--- src/verilog/spzu_pkg.sv ---
// Constants shared by the serial port zero design
package spzu_pkg;
	localparam logic [4:0] OFF_CTRL = 5'h00;
	localparam logic [4:0] OFF_DATA = 5'h04;
	localparam logic [4:0] OFF_BAUD = 5'h08;
	localparam logic [4:0] OFF_RELOAD = 5'h0c;
	localparam logic [4:0] OFF_T1RELOAD = 5'h10;
	localparam int B_MODE_HI = 7;
	localparam int B_MODE_LO = 6;
	localparam int B_MPEN = 5;
	localparam int B_REN = 4;
	localparam int B_TB8 = 3;
	localparam int B_RB8 = 2;
	localparam int B_TI = 1;
	localparam int B_RI = 0;
	localparam int B_DOUBLE_RATE_BIT = 0;
	localparam int B_SRC = 1;
	localparam int B_TIMER_ONE_PRESCALE = 2;
	localparam int B_RGPS = 4;
	localparam logic [7:0] CTRL_RESET = 8'h00;
	localparam logic [5:0] BAUD_RESET = 6'h00;
	localparam logic [9:0] RELOAD_RESET = 10'h000;
	localparam logic [7:0] T1RELOAD_RESET = 8'h00;
	// Timer 1 prescale: osc/12, osc, osc/96
	localparam logic [6:0] T1_DIV12 = 7'h0b;
	localparam logic [6:0] T1_DIV1 = 7'h00;
	localparam logic [6:0] T1_DIV96 = 7'h5f;
	// Reload generator prescale; with 8 ticks per bit gives 64, 32, 16, 8
	localparam logic [2:0] RG_DIV8 = 3'h7;
	localparam logic [2:0] RG_DIV4 = 3'h3;
	localparam logic [2:0] RG_DIV2 = 3'h1;
	localparam logic [2:0] RG_DIV1 = 3'h0;
	// Sample ticks per serial bit
	localparam logic [6:0] TPB_SHIFT = 7'h0c;
	localparam logic [6:0] TPB_FIX_SLOW = 7'h40;
	localparam logic [6:0] TPB_FIX_FAST = 7'h20;
	localparam logic [6:0] TPB_T1_SLOW = 7'h20;
	localparam logic [6:0] TPB_T1_FAST = 7'h10;
	localparam logic [6:0] TPB_RG_SLOW = 7'h08;
	localparam logic [6:0] TPB_RG_FAST = 7'h04;
	localparam logic [3:0] FRAME8 = 4'ha;
	localparam logic [3:0] FRAME9 = 4'hb;
	localparam logic [3:0] SHIFT_BITS = 4'h8;
	typedef enum logic [1:0] {
		MODE_SHIFT = 2'b00,
		MODE_UART8 = 2'b01,
		MODE_UART9_FIX = 2'b10,
		MODE_UART9_VAR = 2'b11
	} spzu_mode_type;
	typedef enum logic [1:0] {
		TX_IDLE = 2'b00,
		TX_ASYNC = 2'b01,
		TX_SYNC = 2'b10
	} spzu_tx_state_type;
	typedef enum logic [1:0] {
		RX_IDLE = 2'b00,
		RX_START = 2'b01,
		RX_DATA = 2'b10,
		RX_SYNC = 2'b11
	} spzu_rx_state_type;
endpackage

--- src/verilog/spzu_ctr_if.sv ---
// Carrier between the port and one reload counter
`timescale 1ns/100ps
`default_nettype none
interface spzu_ctr_if #(parameter int W = 8);
	logic tick;
	logic [W-1:0] reload;
	logic ovf;
	modport owner(output tick, output reload, input ovf);
	modport ctr(input tick, input reload, output ovf);
endinterface
`default_nettype wire

--- src/verilog/spzu_reload_ctr.sv ---
// Up counter that reloads on overflow
`timescale 1ns/100ps
`default_nettype none
module spzu_reload_ctr #(parameter int W = 8) (
	input wire logic pclk, // System clock
	input wire logic presetn, // Async reset, active low
	spzu_ctr_if.ctr bus // Tick in, reload in, overflow out
);
	logic [W-1:0] count;
	logic at_top;
	assign at_top = &count;
	// Period is two to the W minus reload ticks
	always_ff @(posedge pclk or negedge presetn) begin
		if (!presetn) begin
			count <= '0;
			bus.ovf <= 1'b0;
		end else begin
			bus.ovf <= bus.tick && at_top;
			if (bus.tick) begin
				count <= at_top ? bus.reload : count + 1'b1;
			end
		end
	end
endmodule // spzu_reload_ctr
`default_nettype wire

--- src/verilog/spzu_serial_port.sv ---
// Serial port zero: four-mode UART with APB registers
`timescale 1ns/100ps
`default_nettype none
module spzu_serial_port (
	input wire logic pclk, // System clock, the oscillator
	input wire logic presetn, // Async reset, active low
	input wire logic psel, // APB select
	input wire logic penable, // APB enable
	input wire logic pwrite, // APB write
	input wire logic [31:0] paddr, // APB byte address
	input wire logic [31:0] pwdata, // APB write data
	output logic [31:0] prdata, // APB read data
	output logic pready, // APB ready
	output logic pslverr, // APB error, unmapped address
	input wire logic serial_rx_pin_in, // Receive pin level
	output logic serial_rx_pin_out, // Receive pin drive, shift mode
	output logic serial_rx_pin_oe, // Receive pin drive enable
	output logic serial_tx_pin // Transmit line or shift clock
);
	logic [7:0] ctrl;
	logic [5:0] baud;
	logic [9:0] reload_gen_value;
	logic [7:0] timer_one_reload_high;
	logic [7:0] rx_buf;
	logic [7:0] tx_data;

	spzu_pkg::spzu_mode_type mode;
	assign mode = spzu_pkg::spzu_mode_type'(ctrl[spzu_pkg::B_MODE_HI:spzu_pkg::B_MODE_LO]);
	wire multiproc_enable = ctrl[spzu_pkg::B_MPEN];
	wire receive_enable_bit = ctrl[spzu_pkg::B_REN];
	wire tx_ninth_bit = ctrl[spzu_pkg::B_TB8];
	wire rx_done_flag = ctrl[spzu_pkg::B_RI];
	wire double_rate_bit = baud[spzu_pkg::B_DOUBLE_RATE_BIT];
	wire baud_source_select = baud[spzu_pkg::B_SRC];
	wire [1:0] timer_one_prescale = baud[spzu_pkg::B_TIMER_ONE_PRESCALE+1:spzu_pkg::B_TIMER_ONE_PRESCALE];
	wire [1:0] reload_gen_prescale = baud[spzu_pkg::B_RGPS+1:spzu_pkg::B_RGPS];

	// APB decode
	wire setup = psel && !penable;
	wire access = psel && penable;
	wire sel_ctrl = paddr[31:0] == {27'h0, spzu_pkg::OFF_CTRL};
	wire sel_data = paddr[31:0] == {27'h0, spzu_pkg::OFF_DATA};
	wire sel_baud = paddr[31:0] == {27'h0, spzu_pkg::OFF_BAUD};
	wire sel_rel = paddr[31:0] == {27'h0, spzu_pkg::OFF_RELOAD};
	wire sel_t1 = paddr[31:0] == {27'h0, spzu_pkg::OFF_T1RELOAD};
	wire mapped = sel_ctrl || sel_data || sel_baud || sel_rel || sel_t1;
	wire wr_ctrl = access && pwrite && sel_ctrl;
	wire wr_data = access && pwrite && sel_data;
	logic [31:0] rd_mux;
	always_comb begin
		rd_mux = 32'h0000_0000;
		if (sel_ctrl) begin
			rd_mux = {24'h0, ctrl};
		end else if (sel_data) begin
			rd_mux = {24'h0, rx_buf};
		end else if (sel_baud) begin
			rd_mux = {26'h0, baud};
		end else if (sel_rel) begin
			rd_mux = {22'h0, reload_gen_value};
		end else if (sel_t1) begin
			rd_mux = {24'h0, timer_one_reload_high};
		end
	end

	// Baud sources
	logic [6:0] t1_pre;
	logic [2:0] rg_pre;
	logic [6:0] t1_lim;
	logic [2:0] rg_lim;
	always_comb begin
		case (timer_one_prescale)
			2'b00: t1_lim = spzu_pkg::T1_DIV12;
			2'b01: t1_lim = spzu_pkg::T1_DIV1;
			default: t1_lim = spzu_pkg::T1_DIV96;
		endcase
		case (reload_gen_prescale)
			2'b00: rg_lim = spzu_pkg::RG_DIV8;
			2'b01: rg_lim = spzu_pkg::RG_DIV4;
			2'b10: rg_lim = spzu_pkg::RG_DIV2;
			default: rg_lim = spzu_pkg::RG_DIV1;
		endcase
	end
	spzu_ctr_if #(.W(8)) t1_if();
	spzu_ctr_if #(.W(10)) rg_if();
	assign t1_if.tick = t1_pre >= t1_lim;
	assign t1_if.reload = timer_one_reload_high;
	assign rg_if.tick = rg_pre >= rg_lim;
	assign rg_if.reload = reload_gen_value;
	spzu_reload_ctr #(.W(8)) u_timer_one (.pclk(pclk), .presetn(presetn), .bus(t1_if.ctr));
	spzu_reload_ctr #(.W(10)) u_reload_gen (.pclk(pclk), .presetn(presetn), .bus(rg_if.ctr));

	// Sample tick and ticks per bit for the current mode
	logic tick;
	logic [6:0] tpb;
	always_comb begin
		case (mode)
			spzu_pkg::MODE_SHIFT: begin
				tick = 1'b1;
				tpb = spzu_pkg::TPB_SHIFT;
			end
			spzu_pkg::MODE_UART9_FIX: begin
				tick = 1'b1;
				tpb = double_rate_bit ? spzu_pkg::TPB_FIX_FAST : spzu_pkg::TPB_FIX_SLOW;
			end
			default: begin
				// Modes 1 and 3 share the variable source
				if (baud_source_select) begin
					tick = rg_if.ovf;
					tpb = double_rate_bit ? spzu_pkg::TPB_RG_FAST : spzu_pkg::TPB_RG_SLOW;
				end else begin
					tick = t1_if.ovf;
					tpb = double_rate_bit ? spzu_pkg::TPB_T1_FAST : spzu_pkg::TPB_T1_SLOW;
				end
			end
		endcase
	end
	wire [6:0] last_tick = tpb - 7'h01;
	wire [6:0] half_tick = {1'b0, tpb[6:1]} - 7'h01;
	wire nine_bit = mode[1];

	// Transmitter
	spzu_pkg::spzu_tx_state_type tx_state;
	logic [10:0] tx_shift;
	logic [3:0] tx_bits;
	logic [6:0] tx_cnt;
	wire tx_bit_end = tick && (tx_cnt == last_tick);
	wire tx_start = wr_data && (tx_state == spzu_pkg::TX_IDLE);
	logic tx_finish;
	assign tx_finish = (tx_state != spzu_pkg::TX_IDLE) && tx_bit_end && (tx_bits == 4'h1);

	always_ff @(posedge pclk or negedge presetn) begin
		if (!presetn) begin
			tx_state <= spzu_pkg::TX_IDLE;
			tx_shift <= 11'h7ff;
			tx_bits <= 4'h0;
			tx_cnt <= 7'h00;
		end else begin
			case (tx_state)
				spzu_pkg::TX_IDLE: begin
					tx_cnt <= 7'h00;
					if (tx_start) begin
						if (mode == spzu_pkg::MODE_SHIFT) begin
							tx_state <= spzu_pkg::TX_SYNC;
							tx_shift <= {3'h7, pwdata[7:0]};
							tx_bits <= spzu_pkg::SHIFT_BITS;
						end else begin
							tx_state <= spzu_pkg::TX_ASYNC;
							if (nine_bit) begin
								tx_shift <= {tx_ninth_bit, pwdata[7:0], 1'b0, 1'b1};
								tx_bits <= spzu_pkg::FRAME9;
							end else begin
								tx_shift <= {1'b1, pwdata[7:0], 1'b0, 1'b1};
								tx_bits <= spzu_pkg::FRAME8;
							end
						end
					end
				end
				default: begin
					if (tick) begin
						tx_cnt <= tx_bit_end ? 7'h00 : tx_cnt + 7'h01;
					end
					if (tx_bit_end) begin
						tx_bits <= tx_bits - 4'h1;
						tx_shift <= {1'b1, tx_shift[10:1]};
						if (tx_bits == 4'h1) begin
							tx_state <= spzu_pkg::TX_IDLE;
						end
					end
				end
			endcase
		end
	end
	// Async shift holds an idle one below the frame; the line reads bit 1, so the start bit goes out at once
	wire tx_async_line = (tx_state == spzu_pkg::TX_ASYNC) ? tx_shift[1] : 1'b1;

	// Receiver
	spzu_pkg::spzu_rx_state_type rx_state;
	logic [7:0] rx_data;
	logic rx_ninth;
	logic [3:0] rx_idx;
	logic [6:0] rx_cnt;
	logic rxd_q;
	logic rxd_prev;
	wire async_mode = mode != spzu_pkg::MODE_SHIFT;
	wire rx_last_idx = rx_idx == (nine_bit ? 4'h9 : 4'h8);
	wire rx_sample = tick && (rx_cnt == last_tick);
	wire sync_sample = rx_cnt == {1'b0, spzu_pkg::TPB_SHIFT[6:1]};
	logic rx_finish;
	logic rx_accept;
	always_comb begin
		rx_finish = 1'b0;
		if (rx_state == spzu_pkg::RX_DATA) begin
			rx_finish = rx_sample && rx_last_idx;
		end else if (rx_state == spzu_pkg::RX_SYNC) begin
			rx_finish = (rx_cnt == last_tick) && (rx_idx == 4'h7);
		end
	end
	// Stop bit of mode 1 lands in rx_ninth through index 8
	wire ninth_now = (rx_state == spzu_pkg::RX_DATA && rx_idx == 4'h8) ? rxd_q : rx_ninth;
	assign rx_accept = rx_finish && !(multiproc_enable && nine_bit && !ninth_now);
	wire rx_sync_go = !async_mode && receive_enable_bit && !rx_done_flag && (tx_state == spzu_pkg::TX_IDLE);

	always_ff @(posedge pclk or negedge presetn) begin
		if (!presetn) begin
			rx_state <= spzu_pkg::RX_IDLE;
			rx_data <= 8'h00;
			rx_ninth <= 1'b0;
			rx_idx <= 4'h0;
			rx_cnt <= 7'h00;
			rxd_q <= 1'b1;
			rxd_prev <= 1'b1;
		end else begin
			rxd_q <= serial_rx_pin_in;
			rxd_prev <= rxd_q;
			case (rx_state)
				spzu_pkg::RX_IDLE: begin
					rx_cnt <= 7'h00;
					rx_idx <= 4'h0;
					if (async_mode && receive_enable_bit && rxd_prev && !rxd_q) begin
						rx_state <= spzu_pkg::RX_START;
					end else if (rx_sync_go) begin
						rx_state <= spzu_pkg::RX_SYNC;
					end
				end
				spzu_pkg::RX_START: begin
					if (tick) begin
						rx_cnt <= rx_cnt + 7'h01;
						if (rx_cnt == half_tick) begin
							rx_cnt <= 7'h00;
							// A short glitch is not a start bit
							rx_state <= rxd_q ? spzu_pkg::RX_IDLE : spzu_pkg::RX_DATA;
						end
					end
				end
				spzu_pkg::RX_DATA: begin
					if (tick) begin
						rx_cnt <= rx_sample ? 7'h00 : rx_cnt + 7'h01;
					end
					if (rx_sample) begin
						rx_idx <= rx_idx + 4'h1;
						if (rx_idx < 4'h8) begin
							rx_data[rx_idx[2:0]] <= rxd_q;
						end else if (rx_idx == 4'h8) begin
							rx_ninth <= rxd_q;
						end
						if (rx_last_idx) begin
							rx_state <= spzu_pkg::RX_IDLE;
						end
					end
				end
				default: begin
					rx_cnt <= (rx_cnt == last_tick) ? 7'h00 : rx_cnt + 7'h01;
					if (sync_sample) begin
						rx_data[rx_idx[2:0]] <= serial_rx_pin_in;
					end
					if (rx_cnt == last_tick) begin
						rx_idx <= rx_idx + 4'h1;
						if (rx_idx == 4'h7) begin
							rx_state <= spzu_pkg::RX_IDLE;
						end
					end
				end
			endcase
		end
	end
	// Buffer takes rx_data unchanged, as the last sample lands in it at mid-bit before the finish
	logic [7:0] rx_final;
	always_comb begin
		rx_final = rx_data;
		if (rx_state == spzu_pkg::RX_SYNC && rx_idx == 4'h7) begin
			rx_final = rx_data;
		end
	end

	// Shift-mode pin drive: low half then high half of each bit
	wire sync_active = (tx_state == spzu_pkg::TX_SYNC) || (rx_state == spzu_pkg::RX_SYNC);
	wire [6:0] sync_cnt = (tx_state == spzu_pkg::TX_SYNC) ? tx_cnt : rx_cnt;
	wire next_tx_pin = sync_active ? (sync_cnt >= {1'b0, spzu_pkg::TPB_SHIFT[6:1]}) : tx_async_line;
	wire next_rx_oe = tx_state == spzu_pkg::TX_SYNC;
	wire next_rx_out = tx_shift[0];

	// Registers and flags; hardware set wins over a software clear
	logic [7:0] next_ctrl;
	always_comb begin
		next_ctrl = ctrl;
		if (wr_ctrl) begin
			next_ctrl = pwdata[7:0];
		end
		if (tx_finish) begin
			next_ctrl[spzu_pkg::B_TI] = 1'b1;
		end
		if (rx_accept) begin
			next_ctrl[spzu_pkg::B_RI] = 1'b1;
			next_ctrl[spzu_pkg::B_RB8] = (rx_state == spzu_pkg::RX_SYNC) ? ctrl[spzu_pkg::B_RB8] : ninth_now;
		end
	end
	// Buffer only changes on a completed frame, so the previous byte survives reception
	wire [7:0] next_rx_buf = rx_accept ? ((rx_state == spzu_pkg::RX_DATA) ? rx_data : rx_final) : rx_buf;

	always_ff @(posedge pclk or negedge presetn) begin
		if (!presetn) begin
			ctrl <= spzu_pkg::CTRL_RESET;
			baud <= spzu_pkg::BAUD_RESET;
			reload_gen_value <= spzu_pkg::RELOAD_RESET;
			timer_one_reload_high <= spzu_pkg::T1RELOAD_RESET;
			rx_buf <= 8'h00;
			tx_data <= 8'h00;
			t1_pre <= 7'h00;
			rg_pre <= 3'h0;
			prdata <= 32'h0000_0000;
			pready <= 1'b0;
			pslverr <= 1'b0;
			serial_tx_pin <= 1'b1;
			serial_rx_pin_out <= 1'b1;
			serial_rx_pin_oe <= 1'b0;
		end else begin
			ctrl <= next_ctrl;
			rx_buf <= next_rx_buf;
			t1_pre <= t1_if.tick ? 7'h00 : t1_pre + 7'h01;
			rg_pre <= rg_if.tick ? 3'h0 : rg_pre + 3'h1;
			if (access && pwrite && sel_baud) begin
				baud <= pwdata[5:0];
			end
			if (access && pwrite && sel_rel) begin
				reload_gen_value <= pwdata[9:0];
			end
			if (access && pwrite && sel_t1) begin
				timer_one_reload_high <= pwdata[7:0];
			end
			if (tx_start) begin
				tx_data <= pwdata[7:0];
			end
			pready <= 1'b1;
			if (setup) begin
				prdata <= pwrite ? 32'h0000_0000 : rd_mux;
				pslverr <= !mapped;
			end
			serial_tx_pin <= next_tx_pin;
			serial_rx_pin_out <= next_rx_out;
			serial_rx_pin_oe <= next_rx_oe;
		end
	end
endmodule // spzu_serial_port
`default_nettype wire

--- config.mk ---
export PLATFORM = sky130hd
export DESIGN_NAME = spzu_serial_port
export DESIGN_NICKNAME = d
export VERILOG_FILES = /design/src/verilog/spzu_pkg.sv /design/src/verilog/spzu_ctr_if.sv /design/src/verilog/spzu_reload_ctr.sv /design/src/verilog/spzu_serial_port.sv
export SDC_FILE = /design/constraint.sdc
export NUM_CORES = 1
export LEC_CHECK = 0
export ABC_AREA = 1
export BUFFER_PORTS_ARGS = -buffer_cell sky130_fd_sc_hd__buf_2
export CORE_AREA = 3 3 143 118
export CTS_CLUSTER_SIZE = 24
export DETAILED_ROUTE_END_ITERATION = 6
export DIE_AREA = 0 0 146 121
export PLACE_DENSITY = 0.7
export SYNTH_ARGS = -nofsm -noshare
export SYNTH_HDL_FRONTEND = slang
export SYNTH_SLANG_ARGS = --single-unit
export TNS_END_PERCENT = 100
--- constraint.sdc ---
create_clock -name pclk -period 3.05 [get_ports pclk]
set_clock_uncertainty 0.1 [all_clocks]
set_input_delay 0.305 -clock pclk [delete_from_list [all_inputs] [get_ports pclk]]
set_output_delay 0.305 -clock pclk [all_outputs]
set_load 0.05 [all_outputs]
[After elaboration in Yosys (flattened, before gate mapping)]
Index checks and enable logic that the tools add are counted.
Word-level totals
  input bits: 70
  word-level logic and storage cells: 225
  output and inout port bits: 37
  register bits after elaboration: 155
Cells by class
  $add $sub $neg: 10
  reductions and logical operators: 69
  bitwise logic cells: 3
  magnitude comparators: 6
  equal/unequal tests: 30
  muxes and demuxes: 76
Operators with widths (count)
  32-bit 2-to-1 mux: 3
  7-bit 2-to-1 mux: 11
  32-bit by 4-bit == test with 1-bit output, second input constant: 2
  11-bit 2-to-1 mux: 5
  8-bit 2-to-1 mux: 5
  32-bit by 3-bit == test with 1-bit output, second input constant: 1
  32-bit by 5-bit == test with 1-bit output, second input constant: 1
  32-bit logical NOT: 1
  10-bit 2-to-1 mux: 3
  2-bit 2-to-1 mux: 15
  1-bit logical AND: 28
  7-bit case mux with 2 select lines: 2
  4-bit 2-to-1 mux: 6
  7-bit by 1-bit adder with 7-bit output, second input constant: 3
  7-bit == test: 3
  7-bit case mux with 3 select lines: 1
  8-bit bitwise mux: 2
  2-bit != test, second input constant: 8
  8-bit case mux with 2 select lines: 1
  2-bit nonzero test: 8
  1-bit 2-to-1 mux: 14
  6-bit 2-to-1 mux: 2
  4-bit case mux with 3 select lines: 1
  10-bit by 1-bit adder with 10-bit output, second input constant: 1
  other kinds (37): 67

[Logic depth before layout (Yosys ltp)]
  word-level depth: 11
  mapped depth: 20
  gate-level depth less buffers: 19

[Modules after synthesis]
A second synthesis with hierarchy kept.
Second synthesis, totals
  cell total of the unflattened synthesis: 1036
  area, all modules: 7872.6 um^2
Modules (own cells, without submodules)
  spzu_serial_port: instances 1, sequential area each 2846.5 um^2, cells each 858, area each 6593.8 um^2
  spzu_reload_ctr (u_reload_gen): instances 1, sequential area each 275.3 um^2, cells each 104, area each 708.2 um^2
  spzu_reload_ctr (u_timer_one): instances 1, sequential area each 225.2 um^2, cells each 74, area each 570.5 um^2

[Least setup slack after synthesis]
No wires, ideal clock.
  path type: reg2reg
  start: reg ctrl[7]
  end: reg rx_buf[0]
  arrival: 2.182 ns
  stages on the path, launching flop included: 20
  setup time: 0.117 ns
  buffers on the path: 2
  slack: 0.651 ns
  cell sequence: dfrtp_1 -> buf_6 -> inv_4 -> nand2_4 -> nand2_2 -> inv_1 -> ha_1 -> nand2_1 -> nand2_1 -> nor2_1 -> nand2_1 -> nor2_1 -> nand3_1 -> nor2_4 -> nand3_1 -> nand2_4 -> nand2_4 -> buf_6 -> nand2_2 -> o21ai_2
On the way
  cells in the longest elaborated chain, start to end: 8
  elaborated cells between the ends (all ways): 18
  classes of those cells: add/sub (1); eq/ne (3); mux (5); reduce/logical (9)
Ends and longest elaborated chain
  from (decl): line spzu_serial_port.sv:20  | logic [7:0] ctrl;
  from (signal assigned): line spzu_serial_port.sv:302  | ctrl <= spzu_pkg::CTRL_RESET;
  from (signal assigned): line spzu_serial_port.sv:317  | ctrl <= next_ctrl;
  2-bit == test / 2-bit logical NOT (equally long branches): line spzu_serial_port.sv:96  | case (mode)
  7-bit case mux with 2 select lines: line spzu_serial_port.sv:96
  7-bit by 1-bit subtractor with 7-bit output: line spzu_serial_port.sv:117  | wire [6:0] last_tick = tpb - 7'h01;
  7-bit == test: line spzu_serial_port.sv:186, spzu_serial_port.sv:195
  1-bit logical AND, on equally long branches: line spzu_serial_port.sv:195, spzu_serial_port.sv:186
  1-bit 2-to-1 mux / 1-bit logical AND (equally long branches): line spzu_serial_port.sv:194, spzu_serial_port.sv:193
  1-bit 2-to-1 mux: line spzu_serial_port.sv:192  | if (rx_state == spzu_pkg::RX_DATA) begin
  1-bit logical AND *: line spzu_serial_port.sv:200  | assign rx_accept = rx_finish && !(multiproc_enable && nine_bit && !ninth_now);
  to (signal assigned): line spzu_serial_port.sv:318  | rx_buf <= next_rx_buf;
  to (decl): line spzu_serial_port.sv:24  | logic [7:0] rx_buf;
Every way passes the cells marked *; elsewhere a longest branch is shown, timed or not.
A chain may end at the register's enable or synchronous reset.

[Worst setup path after layout]
  start: reg ctrl[6]
  end: reg ctrl[2]
On the way
  cells in the longest elaborated chain, start to end: 10
  elaborated cells between the ends (all ways): 17
  classes of those cells: add/sub (1); eq/ne (3); mux (5); reduce/logical (8)
Ends and longest elaborated chain (line)
  2-bit == test / 2-bit logical NOT (equally long branches): spzu_serial_port.sv:96
  7-bit case mux with 2 select lines: spzu_serial_port.sv:96
  7-bit by 1-bit subtractor with 7-bit output: spzu_serial_port.sv:117
  7-bit == test: spzu_serial_port.sv:186, spzu_serial_port.sv:195
  1-bit logical AND, on equally long branches: spzu_serial_port.sv:195, spzu_serial_port.sv:186
  1-bit 2-to-1 mux / 1-bit logical AND (equally long branches): spzu_serial_port.sv:194, spzu_serial_port.sv:193
  1-bit 2-to-1 mux *: spzu_serial_port.sv:192
  1-bit logical AND *: spzu_serial_port.sv:200
  2-bit != test (no source line) / 2-bit nonzero test (equally long branches)
  2-bit AND reduction (no source line)
Marked as above.

==> metrics.txt <==
Slew Limit Fails=0; number of rows created at floorplan=a little over 40; Post-Syn Instances=a little under 1000; clk_lat worst skew=between 0.4 and 0.5 ns; static leakage power=4.33 nW; leftover overflow at the end of global routing=0; filler cell count in the final layout=roughly 1400; Core Area=~16000 µm²; adder-cell share of the synthesized area=0.0340; number of detailed-routing iterations run before antenna repair=5; initial antenna violation count=0; top cell type's share of synthesized area=0.383; vias=6664; post-detailed-route count of antenna-violating nets=0; cts bufs inserted=17; class of the tightest hold or removal check=in -> reg; total track usage=0.221; global-route wire length before repair=between 30 and 40 mm; Critical R2R Capture=ctrl[2]$_DFFE_PN0P_; synthesis warning total=0; category of the worst setup path launch point=flip-flop; total of buffers placed on input and output ports=between 60 and 70; number of global-route vias before repair=around 6200; cell taking the most area after synthesis=sky130_fd_sc_hd__dfrtp_1; share of flip-flops with an asynchronous set or reset after synthesis=1.00; setup repair after global routing missed its margin=no; Setup crit end kind=flip-flop; compound-cell area share of the yosys netlist=0.121; placer's final routability congestion estimate=slightly below 0.9; root buffer cell=sky130_fd_sc_hd__clkbuf_16; total die area=about 18000 µm²; total setup violations reported at the end of the flow=0; maximum net fanout on the critical path=12; Die X=about 150 µm; vertical die dimension=around 120 µm; share of the clock period used by the worst path after layout=0.889; shortest period the worst path allows=~2.7 ns; routed length on met1=slightly above 9 mm; Max H-tree Level=4; worst r2r path cells=19; Max clock buf depth=2; clk sink count=~130; Seq/Total Area, Yosys=0.434; setup slack of the most critical reg-to-reg path=0.34 ns; DR DRC count=0; total power of the final layout=~0.0042 W; average vias per placed instance=between 5 and 6; maximum number of pins on one net before global-route repair=between 60 and 70; area taken by flip-flops and latches=between 3000 and 4000 µm²; main combinational cell family by area after synthesis=simple AND/OR/NAND/NOR gates; Slew Limit Headroom=0.633; ranking of synthesized cells by instance count=228 x sky130_fd_sc_hd__nand2_1, 118 x sky130_fd_sc_hd__dfrtp_1, 116 x sky130_fd_sc_hd__inv_1; Pwr per Cell Area=between 400 and 500 nW/µm²; mean instance size in the synthesized netlist=8.01 µm²; Max Freq=~370 MHz; maxcap violations=0; transition time at the pin with the least slew margin=approximately 0.55 ns; hold path startpoint=pwdata[9]; Data required, critical path=3.27 ns; proportion of layout cells with a drive suffix above 1=0.174; worst path arrival time=around 3 ns; number of different library cells in the post-synthesis netlist=53; Top FF cell, synth=sky130_fd_sc_hd__dfrtp_1; uppermost layer routed=met4; length of routed met3 wiring=1.34 mm; starting density of the core=0.497; type of the worst setup path=reg -> reg; most repeated cell in the gate-level netlist after synthesis=sky130_fd_sc_hd__nand2_1; number of antenna cells inserted=0; synthesis-to-layout area growth=14.9%; total routed wirelength=around 19 mm; Boundary Pins=between 100 and 150; top area cells in the synthesized netlist=sky130_fd_sc_hd__dfrtp_1 38%, sky130_fd_sc_hd__nand2_1 11%, sky130_fd_sc_hd__inv_1 5.6%; CTS tree=built; number of DRC markers after the initial detailed-route iteration=515; final net count=about 1100; wire length per cell after detailed routing=14.7 µm; total half-perimeter wirelength after legalization and detailed placement=between 10 and 15 mm; endpoint of the worst hold path=reload_gen_value[9]$_DFFE_PN0P_; worst-case vdd ir drop=0.342 mV; depth of the worst hold-timing path=2; synthesized-area fraction occupied by xor and xnor cells=0.0374; multiplexer area fraction after synthesis=0.00292; met2 wire length=around 8.0 mm; multi-input gate area in the final layout=approximately 3700 µm²; number of enable-type register cells in the synthesized netlist=0; reg2reg start=ctrl[6]$_DFFE_PN0P_; Total Negative Setup Slacks=0 ns; number of hold-slack violations in the final timing report=0; Clock transition at path regs=0.06 ns; netlist area before placement=7720 µm²; register bit count reported by yosys=between 100 and 150; area share of and/or/nand/nor cells after synthesis=0.271; status=finished, final reports clean
-- layout by cell type (no fill, tap or decap), types with 8 or more instances in the layout --
cell and n:
sky130_fd_sc_hd__a21oi_1 28, sky130_fd_sc_hd__buf_2 61, sky130_fd_sc_hd__buf_4 10, sky130_fd_sc_hd__clkbuf_16 17
sky130_fd_sc_hd__conb_1 23, sky130_fd_sc_hd__dfrtp_1 117, sky130_fd_sc_hd__dfstp_2 15, sky130_fd_sc_hd__ha_1 21
sky130_fd_sc_hd__inv_1 116, sky130_fd_sc_hd__inv_2 8, sky130_fd_sc_hd__nand2_1 228, sky130_fd_sc_hd__nand2_2 11
sky130_fd_sc_hd__nand3_1 70, sky130_fd_sc_hd__nand4_1 14, sky130_fd_sc_hd__nor2_1 72, sky130_fd_sc_hd__nor3_1 20
sky130_fd_sc_hd__o211ai_1 8, sky130_fd_sc_hd__o21ai_0 50, sky130_fd_sc_hd__o21ai_1 21, sky130_fd_sc_hd__o22ai_1 9
sky130_fd_sc_hd__xor2_1 28
-- registers in the layout (all words and copies together), names as in the netlist, 6 cells and up --
signal	flops
rx_cnt	7
ctrl	8
prdata	10
u_reload_gen.count	10
t1_if.reload	8
u_timer_one.count	8
rx_data	8
tx_shift	11
t1_pre	7
reload_gen_value	10
rx_buf	8
baud	6
tx_cnt	7
-- metal layers --
metal | up-vias | track usage
met4 | 0 | 0.0552
met2 | 237 | 0.327
met3 | 17 | 0.0467
li1 | 3276 | -
met5 | - | 0
met1 | 3134 | 0.331
-- power breakdown --
part | leakage (nW) | internal [W] | switching (W) | total [W]
clock | 0.296 | 0.00137 | 0.000828 | 0.00220
combinational | 2.29 | 0.0000413 | 0.000152 | 0.000194
sequential | 1.75 | 0.00177 | 0.00000257 | 0.00177
-- kinds of logic (layout without fill, tap and decap cells) --
kind of cell	after synthesis	count (layout)
other cells	2	23
simple gates	450	450
flops	133	133
compound gates	156	156
buf+inv	167	236
fa+ha+maj	21	21
xor+xnor	33	33
mux	2	2
-- final cells by class --
class                   instances  area share
repair buffers                 76      0.0498
inverters                     128      0.0553
clock buffers                  17      0.0480
well taps                     215      0.0303
flip-flops and latches        133       0.378
clock inverters                15      0.0230
multi-input cells             685       0.416
-- metrics by stage --
| stage | instance area (µm²) | hold slack (ns) | utilization | setup slack (ns) | cells |
|---|---|---|---|---|---|
| 2_1_floorplan | 7800 | -0.0906 | - | 0.651 | 985 |
| 3_3_place_gp | 8190 | 0.171 | 0.527 | 0.292 | 1232 |
| 3_5_place_dp | 8190 | 0.173 | 0.527 | 0.202 | 1232 |
| 4_1_cts | 8850 | 0.0106 | 0.569 | 0.168 | 1267 |
| 5_1_grt | 8870 | 0.0318 | 0.570 | 0.0332 | 1269 |
| 6_report | 8870 | 0.0248 | 0.570 | 0.339 | 1269 |
-- worst max-delay path, stage by stage, from the launching register on --
cell	delay, ns
sky130_fd_sc_hd__dfrtp_2	0.45
sky130_fd_sc_hd__clkinv_4	0.10
sky130_fd_sc_hd__nand2_4	0.09
sky130_fd_sc_hd__inv_1	0.07
sky130_fd_sc_hd__a31oi_1	0.17
sky130_fd_sc_hd__ha_1	0.32
sky130_fd_sc_hd__nand2_1	0.09
sky130_fd_sc_hd__nand2_1	0.05
sky130_fd_sc_hd__nor2_1	0.08
sky130_fd_sc_hd__nand2_1	0.06
sky130_fd_sc_hd__nor2_1	0.08
sky130_fd_sc_hd__nand3_1	0.14
sky130_fd_sc_hd__nor2_4	0.15
sky130_fd_sc_hd__nand3_1	0.13
sky130_fd_sc_hd__nand2_4	0.16
sky130_fd_sc_hd__nand2_4	0.12
sky130_fd_sc_hd__nand2_1	0.10
sky130_fd_sc_hd__nand2_1	0.05
sky130_fd_sc_hd__nand2_1	0.06
sky130_fd_sc_hd__nand2_1	0.04
-- how the worst max path moves through the flow --
stage                        startpoint                    end  slack (ns)
detailed placement  ctrl[6]$_DFFE_PN0P_    ctrl[2]$_DFFE_PN0P_        0.20
floorplan           ctrl[7]$_DFFE_PN0P_  rx_buf[0]$_DFFE_PN0P_        0.65
CTS                 ctrl[6]$_DFFE_PN0P_    ctrl[2]$_DFFE_PN0P_        0.17
global route        ctrl[6]$_DFFE_PN0P_    ctrl[2]$_DFFE_PN0P_        0.03
finish              ctrl[6]$_DFFE_PN0P_    ctrl[2]$_DFFE_PN0P_        0.34
global placement    ctrl[6]$_DFFE_PN0P_    ctrl[2]$_DFFE_PN0P_        0.29
-- what timing repair did --
action                                  CTS  global route
hold buffers                              3             0
resized for setup                         0             1
buffers inserted                          0             2
endpoints found under the setup margin    0            16
hold endpoints to repair                 43             0
Power figures use the tool's default switching activity.
